$ cat src/pmwc_cfg.svh
// Purpose: Constants for the power mode and wake-up controller
// Assumes: Included by bare name from the top module only
// Notes:   Offsets are APB byte addresses; reset values are field values
`ifndef PMWC_CFG_SVH
`define PMWC_CFG_SVH

`define PMWC_OFS_SCC        12'h000
`define PMWC_OFS_XTAL       12'h004
`define PMWC_OFS_FRC        12'h008
`define PMWC_OFS_STAT       12'h00c
`define PMWC_OFS_WAKE       12'h010

`define PMWC_SCC_SEL_HI     7
`define PMWC_SCC_SEL_LO     5
`define PMWC_SCC_FHS        3
`define PMWC_SCC_FKEEP      1
`define PMWC_SCC_SKEEP      0
`define PMWC_OSC_FLAG       1
`define PMWC_OSC_EN         0
`define PMWC_STAT_TO        0
`define PMWC_STAT_PDF       1
`define PMWC_STAT_SUB       4
`define PMWC_STAT_ST_LO     8

`define PMWC_SEL_RST        3'h2
`define PMWC_SEL_SUB        3'h7
`define PMWC_XTAL_EN_RST    1'h0
`define PMWC_FRC_EN_RST     1'h1

`define PMWC_XTAL_SETTLE    1024
`define PMWC_FRC_SETTLE     16
`define PMWC_SHORT_SETTLE   2

`endif

$ cat src/pmwc_pkg.sv
// Purpose: Types shared by the power mode and wake-up controller
// Assumes: pmwc_cfg.svh holds all numeric constants
// Notes:   State codes are visible on mode_o
package pmwc_pkg;

    typedef enum logic [2:0]
    {
        PMWC_ST_BOOT      = 3'h0,
        PMWC_ST_RUN       = 3'h1,
        PMWC_ST_SLEEP     = 3'h2,
        PMWC_ST_IDLE_SUB  = 3'h3,
        PMWC_ST_IDLE_BOTH = 3'h4,
        PMWC_ST_IDLE_FAST = 3'h5,
        PMWC_ST_WAKE      = 3'h6
    } pmwc_state_e;

    typedef enum logic [1:0]
    {
        PMWC_WK_NONE = 2'h0,
        PMWC_WK_PORT = 2'h1,
        PMWC_WK_IRQ  = 2'h2,
        PMWC_WK_WDT  = 2'h3
    } pmwc_wake_e;

endpackage

$ cat src/pmwc_osc_settle.sv
// Purpose: Counts oscillator edges after enable and flags settling
// Assumes: osc_tick_i is a one-cycle pulse already synchronised
// Notes:   Dropping osc_en_i restarts the count and clears the flag
`timescale 1ns/10ps
module pmwc_osc_settle #(
    parameter int unsigned LEN = 16
) (
    input  wire logic mclk_i,
    input  wire logic rst_b_i,
    input  wire logic osc_en_i,
    input  wire logic osc_tick_i,
    output logic      stable_o
);
    localparam int unsigned CW = $clog2(LEN + 1);
    localparam logic [CW-1:0] LEN_C = CW'(LEN);

    logic [CW-1:0] cnt_q;
    logic [CW-1:0] cnt_d;
    logic          stable_q;

    if (LEN < 1)
    begin : g_chk
        $error("pmwc_osc_settle: LEN must be at least 1");
    end

    assign cnt_d    = (osc_tick_i && (cnt_q != LEN_C)) ? cnt_q + CW'(1) : cnt_q;
    assign stable_o = stable_q;

    always_ff @(posedge mclk_i)
    begin
        if (!rst_b_i || !osc_en_i)
        begin
            cnt_q    <= '0;
            stable_q <= 1'b0;
        end
        else
        begin
            cnt_q    <= cnt_d;
            stable_q <= (cnt_d == LEN_C);
        end
    end
endmodule

$ cat src/pmwc_top.sv
// Purpose: Operating mode, halt and wake-up controller with APB registers
// Assumes: Oscillator edges arrive as asynchronous pins; core signals on mclk_i
// Notes:   System and peripheral clocks leave as one-cycle tick pulses
`timescale 1ns/10ps
`include "pmwc_cfg.svh"
module pmwc_top
    import pmwc_pkg::*;
#(
    parameter int unsigned PORTA_W     = 8,
    parameter int unsigned IRQ_W       = 4,
    parameter int unsigned XTAL_SETTLE = `PMWC_XTAL_SETTLE,
    parameter int unsigned FRC_SETTLE  = `PMWC_FRC_SETTLE,
    parameter int unsigned SHORT_WAIT  = `PMWC_SHORT_SETTLE
) (
    input  wire logic               mclk_i,
    input  wire logic               rst_b_i,
    input  wire logic               psel_i,
    input  wire logic               penable_i,
    input  wire logic               pwrite_i,
    input  wire logic [11:0]        paddr_i,
    input  wire logic [31:0]        pwdata_i,
    output logic                    pready_o,
    output logic [31:0]             prdata_o,
    output logic                    pslverr_o,
    input  wire logic               halt_i,
    input  wire logic               clr_wdt_i,
    input  wire logic               wdt_en_i,
    input  wire logic               wdt_overflow_i,
    input  wire logic [IRQ_W-1:0]   irq_req_i,
    input  wire logic [IRQ_W-1:0]   irq_enable_i,
    input  wire logic               stack_full_i,
    input  wire logic [PORTA_W-1:0] porta_i,
    input  wire logic               xtal_clk_i,
    input  wire logic               frc_clk_i,
    input  wire logic               slow_clk_i,
    output logic                    core_stall_o,
    output logic                    io_hold_o,
    output logic                    wdt_clear_o,
    output logic                    pc_sp_reset_o,
    output logic                    irq_take_o,
    output logic                    resume_next_o,
    output logic                    sys_clk_tick_o,
    output logic                    fh_tick_o,
    output logic                    sub_tick_o,
    output logic                    sys_src_sub_o,
    output logic                    xtal_osc_en_o,
    output logic                    frc_osc_en_o,
    output logic                    slow_osc_en_o,
    output logic [2:0]              mode_o
);
    if (PORTA_W < 1 || PORTA_W > 8 || IRQ_W < 1 || IRQ_W > 16)
    begin : g_chk
        $error("pmwc_top: PORTA_W must be 1..8 and IRQ_W 1..16");
    end

    // Registers
    pmwc_state_e          state_q;
    pmwc_state_e          state_d;
    pmwc_state_e          from_q;
    pmwc_wake_e           cause_q;
    logic [2:0]           sel_q;
    logic                 fhs_q;
    logic                 fkeep_q;
    logic                 skeep_q;
    logic                 xtal_en_q;
    logic                 frc_en_q;
    logic [PORTA_W-1:0]   wake_en_q;
    logic                 pdf_q;
    logic                 to_q;
    logic                 sub_q;
    logic [5:0]           div_q;
    logic [IRQ_W-1:0]     irq_block_q;
    logic [31:0]          prdata_q;
    logic                 wdt_clear_q;
    logic                 pc_sp_reset_q;
    logic                 irq_take_q;
    logic                 resume_q;
    logic                 sys_tick_q;
    logic                 fh_tick_q;
    logic                 sub_tick_q;
    // Pin synchronisers: stage 1 feeds stage 2 only; stage 3 is for edges
    logic [2:0]           osc_s1_q;
    logic [2:0]           osc_s2_q;
    logic [2:0]           osc_s3_q;
    logic [PORTA_W-1:0]   pa_s1_q;
    logic [PORTA_W-1:0]   pa_s2_q;
    logic [PORTA_W-1:0]   pa_s3_q;

    // Decode
    wire        apb_setup   = psel_i && !penable_i;
    wire        apb_access  = psel_i && penable_i;
    wire        apb_wr      = apb_access && pwrite_i;
    wire        hit_scc     = (paddr_i == `PMWC_OFS_SCC);
    wire        hit_xtal    = (paddr_i == `PMWC_OFS_XTAL);
    wire        hit_frc     = (paddr_i == `PMWC_OFS_FRC);
    wire        hit_stat    = (paddr_i == `PMWC_OFS_STAT);
    wire        hit_wake    = (paddr_i == `PMWC_OFS_WAKE);
    wire        hit_any     = hit_scc || hit_xtal || hit_frc || hit_stat || hit_wake;

    wire        xtal_tick   = osc_s2_q[0] && !osc_s3_q[0];
    wire        frc_tick    = osc_s2_q[1] && !osc_s3_q[1];
    wire        slow_tick   = osc_s2_q[2] && !osc_s3_q[2];
    wire        fast_tick   = fhs_q ? xtal_tick : frc_tick;

    wire        st_run      = (state_q == PMWC_ST_RUN);
    wire        st_boot     = (state_q == PMWC_ST_BOOT);
    wire        st_wake     = (state_q == PMWC_ST_WAKE);
    wire        st_down     = !st_run && !st_boot && !st_wake;
    wire        halt_take   = st_run && halt_i;

    // Oscillator supply per state; slow RC also stays up for the watchdog
    wire        fast_run    = !st_down || fkeep_q;
    wire        slow_run    = !st_down || skeep_q || wdt_en_i;
    wire        xtal_on     = xtal_en_q && fast_run;
    wire        frc_on      = frc_en_q && fast_run;

    wire        xtal_stable;
    wire        frc_stable;
    wire        slow_stable;
    wire        short_done;
    wire        fast_stable = fhs_q ? xtal_stable : frc_stable;

    // Divider mask: 2^sel - 1 for codes 0..6
    wire [5:0]  div_mask    = 6'h3f >> (3'h6 - sel_q);
    wire        div_hit     = ((div_q | ~div_mask) == 6'h3f);

    wire        sys_on      = (state_q == PMWC_ST_SLEEP)     ? 1'b0 :
                              (state_q == PMWC_ST_IDLE_SUB)  ? sub_q :
                              (state_q == PMWC_ST_IDLE_FAST) ? !sub_q : 1'b1;
    wire        fh_on       = (state_q == PMWC_ST_SLEEP) ? 1'b0 :
                              (state_q == PMWC_ST_IDLE_SUB) ? 1'b0 : 1'b1;
    wire        sub_on      = (state_q != PMWC_ST_IDLE_FAST);
    wire        sys_src_tk  = sub_q ? slow_tick : (fast_tick && div_hit);

    // Wake sources
    wire [PORTA_W-1:0] pa_fall  = pa_s3_q & ~pa_s2_q & wake_en_q;
    wire [IRQ_W-1:0]   irq_new  = irq_req_i & ~irq_block_q;
    wire        wk_port     = |pa_fall;
    wire        wk_irq      = |irq_new;
    wire        wk_any      = wk_port || wk_irq || wdt_overflow_i;
    wire        irq_serve   = |(irq_new & irq_enable_i) && !stack_full_i;
    wire        slow_wake   = (from_q == PMWC_ST_SLEEP) || (from_q == PMWC_ST_IDLE_SUB);
    wire        wake_done   = (slow_wake && !sub_q) ? fast_stable : short_done;
    wire        short_tick  = sub_q ? slow_tick : fast_tick;

    wire [31:0] rd_scc      = {24'h0, sel_q, 1'b0, fhs_q, 1'b0, fkeep_q, skeep_q};
    wire [31:0] rd_xtal     = {30'h0, xtal_stable, xtal_en_q};
    wire [31:0] rd_frc      = {30'h0, frc_stable, frc_en_q};
    wire [31:0] rd_stat     = {21'h0, state_q, 3'h0, sub_q, 2'h0, pdf_q, to_q};
    wire [31:0] rd_wake     = {{(32-PORTA_W){1'b0}}, wake_en_q};
    wire [31:0] rd_mux      = hit_scc  ? rd_scc  :
                              hit_xtal ? rd_xtal :
                              hit_frc  ? rd_frc  :
                              hit_stat ? rd_stat :
                              hit_wake ? rd_wake : 32'h0;

    assign pready_o       = 1'b1;
    assign pslverr_o      = apb_access && !hit_any;
    assign prdata_o       = prdata_q;
    assign core_stall_o   = !st_run;
    assign io_hold_o      = st_down;
    assign wdt_clear_o    = wdt_clear_q;
    assign pc_sp_reset_o  = pc_sp_reset_q;
    assign irq_take_o     = irq_take_q;
    assign resume_next_o  = resume_q;
    assign sys_clk_tick_o = sys_tick_q;
    assign fh_tick_o      = fh_tick_q;
    assign sub_tick_o     = sub_tick_q;
    assign sys_src_sub_o  = sub_q;
    assign xtal_osc_en_o  = xtal_on;
    assign frc_osc_en_o   = frc_on;
    assign slow_osc_en_o  = slow_run;
    assign mode_o         = state_q;

    // Settling counters restart whenever the oscillator is off
    pmwc_osc_settle #(.LEN(XTAL_SETTLE)) u_xtal_settle
    (
        .mclk_i     (mclk_i),
        .rst_b_i    (rst_b_i),
        .osc_en_i   (xtal_on),
        .osc_tick_i (xtal_tick),
        .stable_o   (xtal_stable)
    );

    pmwc_osc_settle #(.LEN(FRC_SETTLE)) u_frc_settle
    (
        .mclk_i     (mclk_i),
        .rst_b_i    (rst_b_i),
        .osc_en_i   (frc_on),
        .osc_tick_i (frc_tick),
        .stable_o   (frc_stable)
    );

    pmwc_osc_settle #(.LEN(SHORT_WAIT)) u_slow_settle
    (
        .mclk_i     (mclk_i),
        .rst_b_i    (rst_b_i),
        .osc_en_i   (slow_run),
        .osc_tick_i (slow_tick),
        .stable_o   (slow_stable)
    );

    // Short wake delay counts edges of whichever oscillator drives the system
    pmwc_osc_settle #(.LEN(SHORT_WAIT)) u_wake_short
    (
        .mclk_i     (mclk_i),
        .rst_b_i    (rst_b_i),
        .osc_en_i   (st_wake),
        .osc_tick_i (short_tick),
        .stable_o   (short_done)
    );

    // Mode sequencing
    always_comb
    begin
        state_d = state_q;
        unique case (state_q)
            PMWC_ST_BOOT:
            begin
                if (fast_stable)
                begin
                    state_d = PMWC_ST_RUN;
                end
            end
            PMWC_ST_RUN:
            begin
                if (halt_i)
                begin
                    unique case ({fkeep_q, skeep_q})
                        2'b00:   state_d = PMWC_ST_SLEEP;
                        2'b01:   state_d = PMWC_ST_IDLE_SUB;
                        2'b11:   state_d = PMWC_ST_IDLE_BOTH;
                        2'b10:   state_d = PMWC_ST_IDLE_FAST;
                    endcase
                end
            end
            PMWC_ST_SLEEP, PMWC_ST_IDLE_SUB, PMWC_ST_IDLE_BOTH, PMWC_ST_IDLE_FAST:
            begin
                if (wk_any)
                begin
                    state_d = PMWC_ST_WAKE;
                end
            end
            PMWC_ST_WAKE:
            begin
                if (wake_done)
                begin
                    state_d = PMWC_ST_RUN;
                end
            end
            default:
            begin
                state_d = PMWC_ST_BOOT;
            end
        endcase
    end

    always_ff @(posedge mclk_i)
    begin
        if (!rst_b_i)
        begin
            state_q     <= PMWC_ST_BOOT;
            from_q      <= PMWC_ST_BOOT;
            cause_q     <= PMWC_WK_NONE;
            irq_block_q <= '0;
        end
        else
        begin
            state_q <= state_d;
            if (halt_take)
            begin
                from_q      <= state_d;
                irq_block_q <= irq_req_i;
            end
            if (st_down && wk_any)
            begin
                cause_q <= pmwc_wake_e'(wdt_overflow_i ? PMWC_WK_WDT :
                                        wk_irq         ? PMWC_WK_IRQ : PMWC_WK_PORT);
            end
        end
    end

    // Core-facing pulses issue as the wake delay ends
    always_ff @(posedge mclk_i)
    begin
        if (!rst_b_i)
        begin
            pc_sp_reset_q <= 1'b0;
            irq_take_q    <= 1'b0;
            resume_q      <= 1'b0;
            wdt_clear_q   <= 1'b0;
        end
        else
        begin
            pc_sp_reset_q <= st_wake && wake_done && (cause_q == PMWC_WK_WDT);
            irq_take_q    <= st_wake && wake_done && (cause_q == PMWC_WK_IRQ)
                             && irq_serve;
            resume_q      <= st_wake && wake_done && ((cause_q == PMWC_WK_PORT) ||
                             ((cause_q == PMWC_WK_IRQ) && !irq_serve));
            wdt_clear_q   <= halt_take || clr_wdt_i;
        end
    end

    // Status flags; a set in the same cycle as a clear wins
    always_ff @(posedge mclk_i)
    begin
        if (!rst_b_i)
        begin
            pdf_q <= 1'b0;
            to_q  <= 1'b0;
        end
        else
        begin
            pdf_q <= halt_take || (pdf_q && !clr_wdt_i);
            to_q  <= wdt_overflow_i || (to_q && !halt_take);
        end
    end

    // Clock source selection; the old source keeps running until the new one is ready
    always_ff @(posedge mclk_i)
    begin
        if (!rst_b_i)
        begin
            sub_q <= 1'b0;
        end
        else if (!sub_q && (sel_q == `PMWC_SEL_SUB) && slow_stable)
        begin
            sub_q <= 1'b1;
        end
        else if (sub_q && (sel_q != `PMWC_SEL_SUB) && fast_stable)
        begin
            sub_q <= 1'b0;
        end
    end

    // Divider runs freely so a ratio change takes effect at the next boundary
    always_ff @(posedge mclk_i)
    begin
        if (!rst_b_i)
        begin
            div_q      <= 6'h0;
            sys_tick_q <= 1'b0;
            fh_tick_q  <= 1'b0;
            sub_tick_q <= 1'b0;
        end
        else
        begin
            div_q      <= fast_tick ? div_q + 6'h1 : div_q;
            sys_tick_q <= sys_on && sys_src_tk;
            fh_tick_q  <= fh_on && fast_tick;
            sub_tick_q <= sub_on && slow_tick;
        end
    end

    // Pin synchronisers
    always_ff @(posedge mclk_i)
    begin
        if (!rst_b_i)
        begin
            osc_s1_q <= 3'h0;
            osc_s2_q <= 3'h0;
            osc_s3_q <= 3'h0;
            pa_s1_q  <= '1;
            pa_s2_q  <= '1;
            pa_s3_q  <= '1;
        end
        else
        begin
            osc_s1_q <= {slow_clk_i, frc_clk_i, xtal_clk_i};
            osc_s2_q <= osc_s1_q;
            osc_s3_q <= osc_s2_q;
            pa_s1_q  <= porta_i;
            pa_s2_q  <= pa_s1_q;
            pa_s3_q  <= pa_s2_q;
        end
    end

    // APB registers
    always_ff @(posedge mclk_i)
    begin
        if (!rst_b_i)
        begin
            sel_q     <= `PMWC_SEL_RST;
            fhs_q     <= 1'b0;
            fkeep_q   <= 1'b0;
            skeep_q   <= 1'b0;
            xtal_en_q <= `PMWC_XTAL_EN_RST;
            frc_en_q  <= `PMWC_FRC_EN_RST;
            wake_en_q <= '0;
            prdata_q  <= 32'h0;
        end
        else
        begin
            if (apb_setup)
            begin
                prdata_q <= pwrite_i ? 32'h0 : rd_mux;
            end
            if (apb_wr && hit_scc)
            begin
                sel_q   <= pwdata_i[`PMWC_SCC_SEL_HI:`PMWC_SCC_SEL_LO];
                fhs_q   <= pwdata_i[`PMWC_SCC_FHS];
                fkeep_q <= pwdata_i[`PMWC_SCC_FKEEP];
                skeep_q <= pwdata_i[`PMWC_SCC_SKEEP];
            end
            if (apb_wr && hit_xtal)
            begin
                xtal_en_q <= pwdata_i[`PMWC_OSC_EN];
            end
            if (apb_wr && hit_frc)
            begin
                frc_en_q <= pwdata_i[`PMWC_OSC_EN];
            end
            if (apb_wr && hit_wake)
            begin
                wake_en_q <= pwdata_i[PORTA_W-1:0];
            end
        end
    end
endmodule

$ cat config.mk
export PLATFORM = sky130hd
export DESIGN_NAME = pmwc_top
export DESIGN_NICKNAME = d
export VERILOG_FILES = /design/src/pmwc_pkg.sv /design/src/pmwc_osc_settle.sv /design/src/pmwc_top.sv
export VERILOG_INCLUDE_DIRS = /design/src
export SDC_FILE = /design/constraint.sdc
export NUM_CORES = 1
export LEC_CHECK = 0
export BUFFER_PORTS_ARGS = -buffer_cell sky130_fd_sc_hd__buf_4
export CELL_PAD_IN_SITES_DETAIL_PLACEMENT = 1
export CELL_PAD_IN_SITES_GLOBAL_PLACEMENT = 2
export CORE_ASPECT_RATIO = 2
export CORE_UTILIZATION = 32
export CTS_CLUSTER_DIAMETER = 200
export DETAILED_ROUTE_END_ITERATION = 7
export PLACE_DENSITY = 0.81
export SETUP_SLACK_MARGIN = 0.02
export SLEW_MARGIN = 20
export SYNTH_ARGS = -nofsm -noshare
export SYNTH_HDL_FRONTEND = slang
export SYNTH_SLANG_ARGS = --single-unit
export TNS_END_PERCENT = 50
$ cat constraint.sdc
create_clock -name mclk_i -period 2.7 [get_ports mclk_i]
set_clock_uncertainty 0.2 [all_clocks]
set_input_delay 0.135 -clock mclk_i [delete_from_list [all_inputs] [get_ports mclk_i]]
set_output_delay 0.135 -clock mclk_i [all_outputs]
set_load 0.02 [all_outputs]
### Yosys cells after proc, flatten, opt, wreduce, memory -nomap -nowiden

Index checks and enable logic that the tools add are counted.

| storage, ports and cells | value |
|---|---|
| register bits | 133 |
| input port bits | 73 |
| output and inout port bits | 50 |
| word-level logic and storage cells | 195 |

| operators by class | value |
|---|---|
| add/subtract/negate cells | 6 |
| eq/ne operators | 30 |
| shift operators | 1 |
| muxes and demuxes | 30 |
| bitwise logic cells | 8 |
| reduce and logical (&&, ||, !) cells | 83 |

Operators with widths:

| kind | number |
|---|---|
| 11-bit 2-to-1 mux | 6 |
| 1-bit logical AND | 39 |
| 12-bit by 4-bit == test with 1-bit output, second input constant | 2 |
| 3-bit case mux with 4 select lines | 2 |
| 1-bit zero test | 18 |
| 1-bit logical OR | 18 |
| 8-bit AND | 2 |
| 12-bit by 3-bit == test with 1-bit output, second input constant | 1 |
| 12-bit by 5-bit == test with 1-bit output, second input constant | 1 |
| 2-bit == test, second input constant | 6 |
| 3-bit by 2-bit == test with 1-bit output, second input constant | 4 |
| 3-bit == test, second input constant | 4 |
| 12-bit zero test | 1 |
| 1-bit 2-to-1 mux | 12 |
| 3-bit 2-to-1 mux | 4 |
| 4-bit OR reduction | 3 |
| 11-bit by 1-bit adder with 11-bit output, second input constant | 1 |
| 11-bit == test, second input constant | 1 |
| 11-bit inequality test, second input constant | 1 |
| 4-bit AND | 2 |
| 2-bit 2-to-1 mux | 4 |
| 8-bit 2-to-1 mux | 1 |
| 8-bit inverter | 1 |
| 8-bit OR reduction | 1 |
| other kinds (19) | 23 |

### Longest topological paths before layout

Gate-level depths: netlist of run 1.

| depth | value |
|---|---|
| depth in word-level cells | 9 |
| mapped depth | 9 |
| gate-level depth less buffers | 9 |

### Hierarchy

A second synthesis of run 1 with hierarchy kept.

| second synthesis, totals | value |
|---|---|
| cell total of the unflattened synthesis | 566 |
| area, all modules | 5203.7 um2 |

By module, submodules not included:

| module | instances | cells an instance | area each (um2) | sequential area each (um2) |
|---|---|---|---|---|
| pmwc_top | 1 | 423 | 3940.0 | 1741.7 |
| pmwc_osc_settle at u_xtal_settle | 1 | 83 | 696.9 | 240.2 |
| pmwc_osc_settle at u_frc_settle | 1 | 30 | 294.0 | 120.1 |
| pmwc_osc_settle at u_slow_settle ... | 2 | 15 | 136.4 | 60.1 |

### Least setup slack after synthesis of run 1

OpenSTA, ideal clock, no wires.

| timing | value |
|---|---|
| kind | reg2reg |
| start point | register state_q[0], in the netlist mode_o[0] |
| end point | register from_q[2] |
| library setup time | 0.074 ns |
| arrival | 1.944 ns |
| slack | 0.482 ns |
| stages on the path, launching flop included | 8 |
| path buffers | 2 |
| cells stage by stage | dfxtp_1 -> clkbuf_1 -> nand3_1 -> nor2_1 -> clkbuf_1 -> a21oi_1 -> a21o_1 -> a31oi_1 |

| on the way | value |
|---|---|
| cells in the longest elaborated chain, start to end | 3 |
| elaborated cells on any way between the ends | 10 |
| those cells by class | eq/ne (6); mux (1); reduce/logical (3) |

Ends and longest elaborated chain:

| element | RTL line | RTL |
|---|---|---|
| start: declaration | pmwc_top.sv:57 | `pmwc_state_e state_q;` |
| start signal: assignment | pmwc_top.sv:269 | `state_q <= state_d;` |
| 3-bit by 2-bit == test with 1-bit output or 3-bit == test (tied branches) | pmwc_top.sv:217 | `unique case (state_q)` |
| 4-bit OR reduction | pmwc_top.sv:217 |  |
| 3-bit case mux with 4 select lines | pmwc_top.sv:217 |  |
| end signal: assignment | pmwc_top.sv:272 | `from_q <= state_d;` |
| end: declaration | pmwc_top.sv:59 | `pmwc_state_e from_q;` |

Several ways; a longest one is shown, not always the timed one.
A chain may end at the register's enable or synchronous reset.

### Final worst setup path of run 1

| timing | value |
|---|---|
| start point | register state_q[2], in the netlist mode_o[2] |
| end point | output slow_osc_en_o |

| on the way | value |
|---|---|
| cells in the longest elaborated chain, start to end | 7 |
| elaborated cells on any way between the ends | 11 |
| those cells by class | eq/ne (2); reduce/logical (9) |

Ends and longest elaborated chain:

| element | RTL line | RTL |
|---|---|---|
| 3-bit by 1-bit == test with 1-bit output or 3-bit zero test (tied branches) | pmwc_top.sv:105, pmwc_top.sv:106 |  |
| 1-bit zero test | pmwc_top.sv:108 | `wire st_down = !st_run && !st_boot && !st_wake;` |
| 1-bit logical AND | pmwc_top.sv:108 |  |
| 1-bit logical AND * | pmwc_top.sv:108 |  |
| 1-bit zero test * | pmwc_top.sv:113 | `wire slow_run = !st_down \|\| skeep_q \|\| wdt_en_i;` |
| 1-bit logical OR * (2 in a row) | pmwc_top.sv:113 |  |
| end: declaration | pmwc_top.sv:48 | `output logic slow_osc_en_o,` |

Every way passes the cells marked *; elsewhere a longest branch is shown, timed or not.

==> key figures, run 1 <==
Run status
  • Status: complete, no violations

CTS
  • H-tree levels: 3
  • Reg clk slew, reported paths: 0.08 ns
  • Resized cells post-CTS: 0
  • TritonCTS Buffers: 9
  • CTS Sinks: 111
  • Skew-Pair Late Insertion Delay: 0.35 ns
  • CTS tree: built
  • Root Driver: clkbuf_16
  • Clock buffer depth: 2

Die
  • I/O pins: 123
  • Initial Util: 0.327
  • Area of the core region: 15,200 µm²
  • Die W: 90.1 µm
  • FP Rows: 64
  • Full die area: 16,100 µm²
  • Die Ht: 178 µm

GRT
  • Largest net degree at the start of global routing: 38
  • First-pass GRT wire length: 20.8 mm
  • Total routing usage reported by global routing: 0.166
  • GR Overflow Total: 0
  • Vias in the first global route: 4,223
  • Antenna violations before repair: 0

Worst setup path
  • CP arrival: 2.14 ns
  • Top delay family on crit path: simple AND/OR/NAND/NOR gates
  • Critical path class: flop to primary output
  • CP max stage delay: 0.49 ns
  • CP max stage cell: dfxtp_1
  • Worst EP required: 2.37 ns
  • Crit path launch type: flop
  • Max FO, Critical Path: 7
  • Crit end category: primary output
  • Ordered list of cells on the worst path: inv_1 > ha_1 > or2_2 > or3_1 > buf_4
  • Crit path buf inv count: 2

Hold path
  • Worst Hold Class: input pin to flop

Timing
  • Final setup viols: 0
  • Slew HR: 0.566
  • Final hold violation count: 0
  • Setup TNS: 0 ns
  • RSZ-0062 raised after global routing: false
  • Fin worst setup slack: 0.224 ns
  • Worst-Margin Slew: 0.647 ns
  • Max Freq: 404 MHz
  • Min cycle time layout: 2.48 ns
  • Tcrit/Tclk final: 0.917
  • Fin. max-slew vios: 0

Power and ir drop
  • VDD IR-drop max: 0.261 mV
  • Pwr Total: 0.00328 W
  • LEAKAGE: 2.42 nW
  • Pwr Density: 521 nW/µm²

Logic synthesis
  • Ys async rst share: 0
  • Sequential-to-total area share from yosys stat: 0.447
  • Post-synth EDFFs: 0
  • Mapped cell area: 4970 µm²
  • Dominant synthesized flop cell: dfxtp_1
  • Ys Warns: 0
  • Cells after Synth: 541
  • Flops & latches, synth: 111
  • Avg Cell Area, Syn: 9.19 µm²
  • Synth cell types: 57

Placement
  • Hpwl dp: 9.88 mm
  • Routability cong.: 0.803
  • Place WS: 0.446 ns
  • Port bufs: 76
  • Area post-placement: 5700 µm²

Cells and area
  • Leading cell type in the layout, fill and taps excluded: dfxtp_1
  • # diodes: 0
  • Layout overhead on the synthesized area: 26.8%
  • Most frequent cells in the layout: dfxtp_1 (111), buf_4 (85), nor2_1 (44), nor2b_1 (36)
  • Nets@finish: 733
  • Fin area: 6310 µm²
  • Layout cells sized above 1: 0.183

Drt
  • Vias/cell: 4.79
  • Remaining antenna violation count after routing: 0
  • First DRT Iteration DRCs: 82
  • Router iterations before antenna repair: 4
  • Drt wl/cell: 15.3 µm
  • Via count: 4,068
  • DRC Markers: 0
  • DRT Wirelength: 13.0 mm

Job
  • # Max-Cap Violations: 0
-- metrics by stage --
stage,util,hold WS (ns),instances
5_1_grt,0.414,0.0268,850
6_report,0.414,0.00954,850
3_5_place_dp,0.375,0.124,804
2_1_floorplan,-,0.0365,561
3_3_place_gp,0.375,0.118,804
4_1_cts,0.414,0.00447,850
-- metal layers --
metal,GRT usage,routed length (µm)
met1,0.158,4900
met2,0.329,7250
met3,0.0286,411
met4,0.0941,441
met5,0,0
-- layout make-up --
cell class | count | area, µm²
fill | 1801 | 8910
clock inverter | 6 | 67.6
clock buffer | 10 | 239
timing repair buffer | 115 | 938
inverter | 22 | 82.6
tap | 198 | 248
multi-input combinational | 388 | 2510
sequential | 111 | 2220
-- report_power, final --
part / internal, W / total (W) / switching [W]
Clock: 0.000749 / 0.00137 / 0.000625
Sequential: 0.00166 / 0.00167 / 0.0000106
Combinational: 0.000120 / 0.000238 / 0.000118
Total: 0.00253 / 0.00328 / 0.000753
-- what timing repair did --
action                                 CTS  global route
endpoints found under the hold margin   44             0
buffers inserted                         0             0
hold buffers                            30             0
-- worst paths after layout --
| check | start | end | slack (ns) | cells past startpoint |
|---|---|---|---|---|
| worst min-delay path | rst_b_i | fkeep_q$_SDFFE_PN0P_ | 0.01 | 2 |
| worst max register to register | mode_o[2]$_SDFF_PN0_ | to_q$_SDFF_PN0_ | 0.36 | 7 |
| worst max-delay path | mode_o[2]$_SDFF_PN0_ | slow_osc_en_o | 0.22 | 5 |
| worst min register to register | pa_s1_q[6]$_SDFF_PN1_ | pa_s2_q[6]$_SDFF_PN1_ | 0.21 | 1 |
-- logic make-up (layout without fill, tap and decap cells) --
logic type | Yosys count | after routing | synth area share
AO/OA/AOI/OAI | 81 | 81 | 0.108
XOR/XNOR | 22 | 22 | 0.0388
adder cells (fa/ha/maj) | 13 | 13 | 0.0327
buffers and inverters | 62 | 153 | 0.0637
flip-flops | 111 | 111 | 0.447
multiplexers | 28 | 28 | 0.0574
other | 2 | 22 | 0.00151
AND/OR/NAND/NOR | 222 | 222 | 0.251
-- worst reg2reg max path, cell delays in order, from the launching register on --
cell           delay (ns)
dfxtp_1              0.39
inv_1                0.16
nand3_1              0.17
nor2_1               0.28
buf_4                0.26
nor2b_1              0.07
o21a_1               0.16
dlygate4sd3_1        0.55
-- registers in the layout, summed over array words and instances, names as in the netlist, 4 cells and up --
signal,count
pa_s2_q,8
div_q,6
u_xtal_settle.cnt_q,11
wake_en_q,8
pa_s3_q,8
pa_s1_q,8
u_frc_settle.cnt_q,5
irq_block_q,4
prdata_o,11
-- Yosys cell counts, types with 15 or more instances --
cell type | instances | share of area
nand2b_1 | 26 | 0.033
dfxtp_1 | 111 | 0.45
clkbuf_1 | 17 | 0.013
inv_1 | 22 | 0.017
nor2_1 | 44 | 0.033
o21ai_0 | 18 | 0.018
nor2b_1 | 36 | 0.045
nand2_1 | 30 | 0.023
buf_4 | 22 | 0.033
mux2i_1 | 24 | 0.048
and2_1 | 15 | 0.019
Note: power is estimated with default switching activity, not from simulation.
==> inputs of run 2 (changes only) <==
- ABC_AREA: default -> 1
- CORE_UTILIZATION: 32 -> 30
==> run 2 against run 1 <==
  * Final cell count is 21% higher
  * Final area is 2.8% higher
  * Die area is 11% higher
  * Non-clock buffer count is 4 lower
  * Sequential power hardly changed
  * Synthesized cell count is 32% higher
  * Sequential share of layout area is 0.97 points lower
  * Largest cell class unchanged
==> key figures, run 2 <==
Power and ir drop
  • Pwr Density: 509 nW/µm²
  • LEAKAGE: 2.88 nW
  • Reg power frac: 0.511
  • Sw Pwr: 0.000850 W
  • Int Pwr: 0.00245 W
  • Clock power share: 0.389
  • Pwr Total: 0.00330 W
  • Switching share of power: 0.257
  • Gate power share: 0.100
  • VDD IR-drop max: 0.310 mV

Timing
  • Final setup viols: 0
  • Setup TNS: 0 ns
  • Max Freq: 427 MHz
  • Min cycle time layout: 2.34 ns
  • Tcrit/Tclk final: 0.868
  • Final hold violation count: 0
  • Slew HR: 0.578
  • Worst-Margin Slew: 0.626 ns
  • RSZ-0062 raised after global routing: false
  • Fin. max-slew vios: 0

Logic synthesis
  • Avg Cell Area, Syn: 7.29 µm²
  • Cells after Synth: 712
  • Ys Warns: 0
  • Flops & latches, synth: 111
  • Ranking of synthesized cells by area: dfxtp_1 (43%), nand2_1 (11%), inv_1 (7.4%)
  • Synth cell types: 38
  • Area leader, netlist: dfxtp_1
  • Sequential-to-total area share from yosys stat: 0.428
  • Most frequent cell after synthesis: nand2_1
  • Dominant synthesized flop cell: dfxtp_1
  • Commonest cells in the netlist: nand2_1 (155), dfxtp_1 (111), inv_1 (102), nor2_1 (56), a21oi_1 (53)
  • Post-synth EDFFs: 0
  • Mapped cell area: 5190 µm²
  • Yosys top cell area share: 0.428
  • Ys async rst share: 0

Drt
  • Remaining antenna violation count after routing: 0
  • Vias/cell: 4.69
  • Router iterations before antenna repair: 4
  • Via count: 4,836
  • DRC Markers: 0
  • Drt wl/cell: 14.8 µm
  • First DRT Iteration DRCs: 108
  • DRT Wirelength: 15.2 mm

Worst setup path
  • Crit path buf inv count: 5
  • Max FO, Critical Path: 7
  • CP max stage cell: dfxtp_1
  • Ordered list of cells on the worst path: inv_1 > ha_1 > nor2_4 > inv_2 > nor2_1 > inv_2 > nand2_1 > inv_1 > buf_4
  • Crit end category: primary output
  • CP max stage delay: 0.48 ns
  • CP arrival: 2.01 ns
  • Worst path depth: 9
  • Crit path launch type: flop
  • Worst EP required: 2.37 ns
  • Reg2reg path depth: 12
  • Top delay family on crit path: flip-flops
  • Critical path class: flop to primary output

Job
  • # Max-Cap Violations: 0

CTS
  • Clock buffer depth: 2
  • H-tree levels: 3
  • TritonCTS Buffers: 9
  • Reg clk slew, reported paths: 0.08 ns
  • CTS Sinks: 111
  • Skew-Pair Late Insertion Delay: 0.36 ns
  • CTS tree: built
  • Root Driver: clkbuf_16

GRT
  • Largest net degree at the start of global routing: 42
  • First-pass GRT wire length: 24.7 mm
  • GR Overflow Total: 0
  • Vias in the first global route: 5,197
  • Total routing usage reported by global routing: 0.181
  • Antenna violations before repair: 0

Cells and area
  • Nets@finish: 905
  • Finished Layout Cells: 1,031
  • # diodes: 0
  • Leading cell type in the layout, fill and taps excluded: nand2_1
  • Layout cells sized above 1: 0.177
  • FF+latch area: 2220 µm²
  • Multi-input gate area: 2400 µm²
  • Filler cells: 2,126
  • Layout overhead on the synthesized area: 25.0%
  • Most frequent cells in the layout: nand2_1 (155), dfxtp_1 (111), inv_1 (102), buf_4 (81), nor2_1 (56)

Hold path
  • Hold depth: 6
  • Worst Hold Class: input pin to flop

Run status
  • Status: complete, no violations

Die
  • Full die area: 17,900 µm²
  • Die W: 95.0 µm
  • Initial Util: 0.308
  • I/O pins: 123
  • FP Rows: 67
  • Die Ht: 188 µm
  • Area of the core region: 16,800 µm²

Placement
  • Routability cong.: 0.833
  • Port bufs: 76
  • Placed insts: 985
  • Hpwl dp: 12.0 mm
## run 2: cell types whose count changed in the layout (fill, tap and decap cells not counted), moves of 11 or more
cell / delta
nand2_1: +125
and2_1: -15
xnor2_1: -11
nand3_1: +36
nor2b_1: -36
a21oi_1: +42
nor2_1: +12
nand2b_1: -26
a22oi_1: -11
o21ai_0: +12
inv_1: +80
or2_2: +15
mux2i_1: -24
## run 2: area by class of cell
class,count,share of cell area
clock buffer,10,0.0353
clock inverter,6,0.00810
inverter,110,0.0637
multi-input combinational,476,0.370
sequential,111,0.343
tap,207,0.0399
timing repair buffer,111,0.140
## run 2: path summary, 6_finish.rpt
kind | endpoint | slack, ns | startpoint
min | prdata_o[4]$_SDFFE_PN0P_ | 0.007 | paddr_i[0]
max | frc_osc_en_o | 0.36 | mode_o[1]$_SDFF_PN0_
max reg2reg | u_xtal_settle.stable_o$_SDFF_PP0_ | 0.63 | u_xtal_settle.cnt_q[0]$_SDFF_PP0_
min reg2reg | pa_s2_q[5]$_SDFF_PN1_ | 0.21 | pa_s1_q[5]$_SDFF_PN1_
## run 2: kinds of logic (layout without fill, tap and decap cells)
kind of cell	Yosys count	count (layout)	share of synthesized area
AOI/OAI and AO/OA	102	102	0.109
DFF	111	111	0.428
and+or+nand+nor	329	329	0.290
adders and majority gates	13	13	0.0314
xor gates and xnor gates	10	10	0.0169
buffers and inverters	145	237	0.123
other	2	22	0.00145
## run 2: metal layers
metal,wire length [µm],GRT usage,up-vias
li1,-,-,2420
met1,5270,0.164,2306
met2,8990,0.367,85
met3,390,0.0231,25
met4,599,0.0903,0
met5,0,0,-
## run 2: power by group through the flow
stage,logic [W],clock network (W),registers (W)
after floorplan,0.000191,0,0.00172
after global placement,0.000290,0,0.00172
after detailed placement,0.000299,0,0.00173
after CTS,0.000335,0.00133,0.00169
after global routing,0.000366,0.00137,0.00169
final,0.000331,0.00129,0.00169
## run 2: worst reg2reg max path, stage by stage, from the launching register on
cell and delay, ns:
dfxtp_1 0.41, inv_2 0.12, ha_1 0.18, inv_1 0.04
nor2_1 0.12, nand3_2 0.12, o21bai_4 0.28, nand2_2 0.07
nand2_1 0.08, nand2_1 0.09, nor3_2 0.12, nand3_1 0.08
nor2_1 0.09
## run 2: repair_timing
action / CTS / global route
setup buffers: 0 / 0
hold buffers: 30 / 0
endpoints found under the hold margin: 49 / 0
resized for setup: 0 / 0
setup endpoints to repair: 0 / 0
## run 2: stage by stage
stage / hold WS [ns] / area [µm²] / utilization / setup WS [ns]
after floorplan: 0.0326 / 5260 / - / 0.668
after global placement: 0.115 / 5900 / 0.350 / 0.658
after detailed placement: 0.127 / 5900 / 0.350 / 0.627
after CTS: 0.00480 / 6480 / 0.385 / 0.291
after global routing: 0.0626 / 6480 / 0.385 / 0.221
final: 0.00719 / 6480 / 0.385 / 0.358
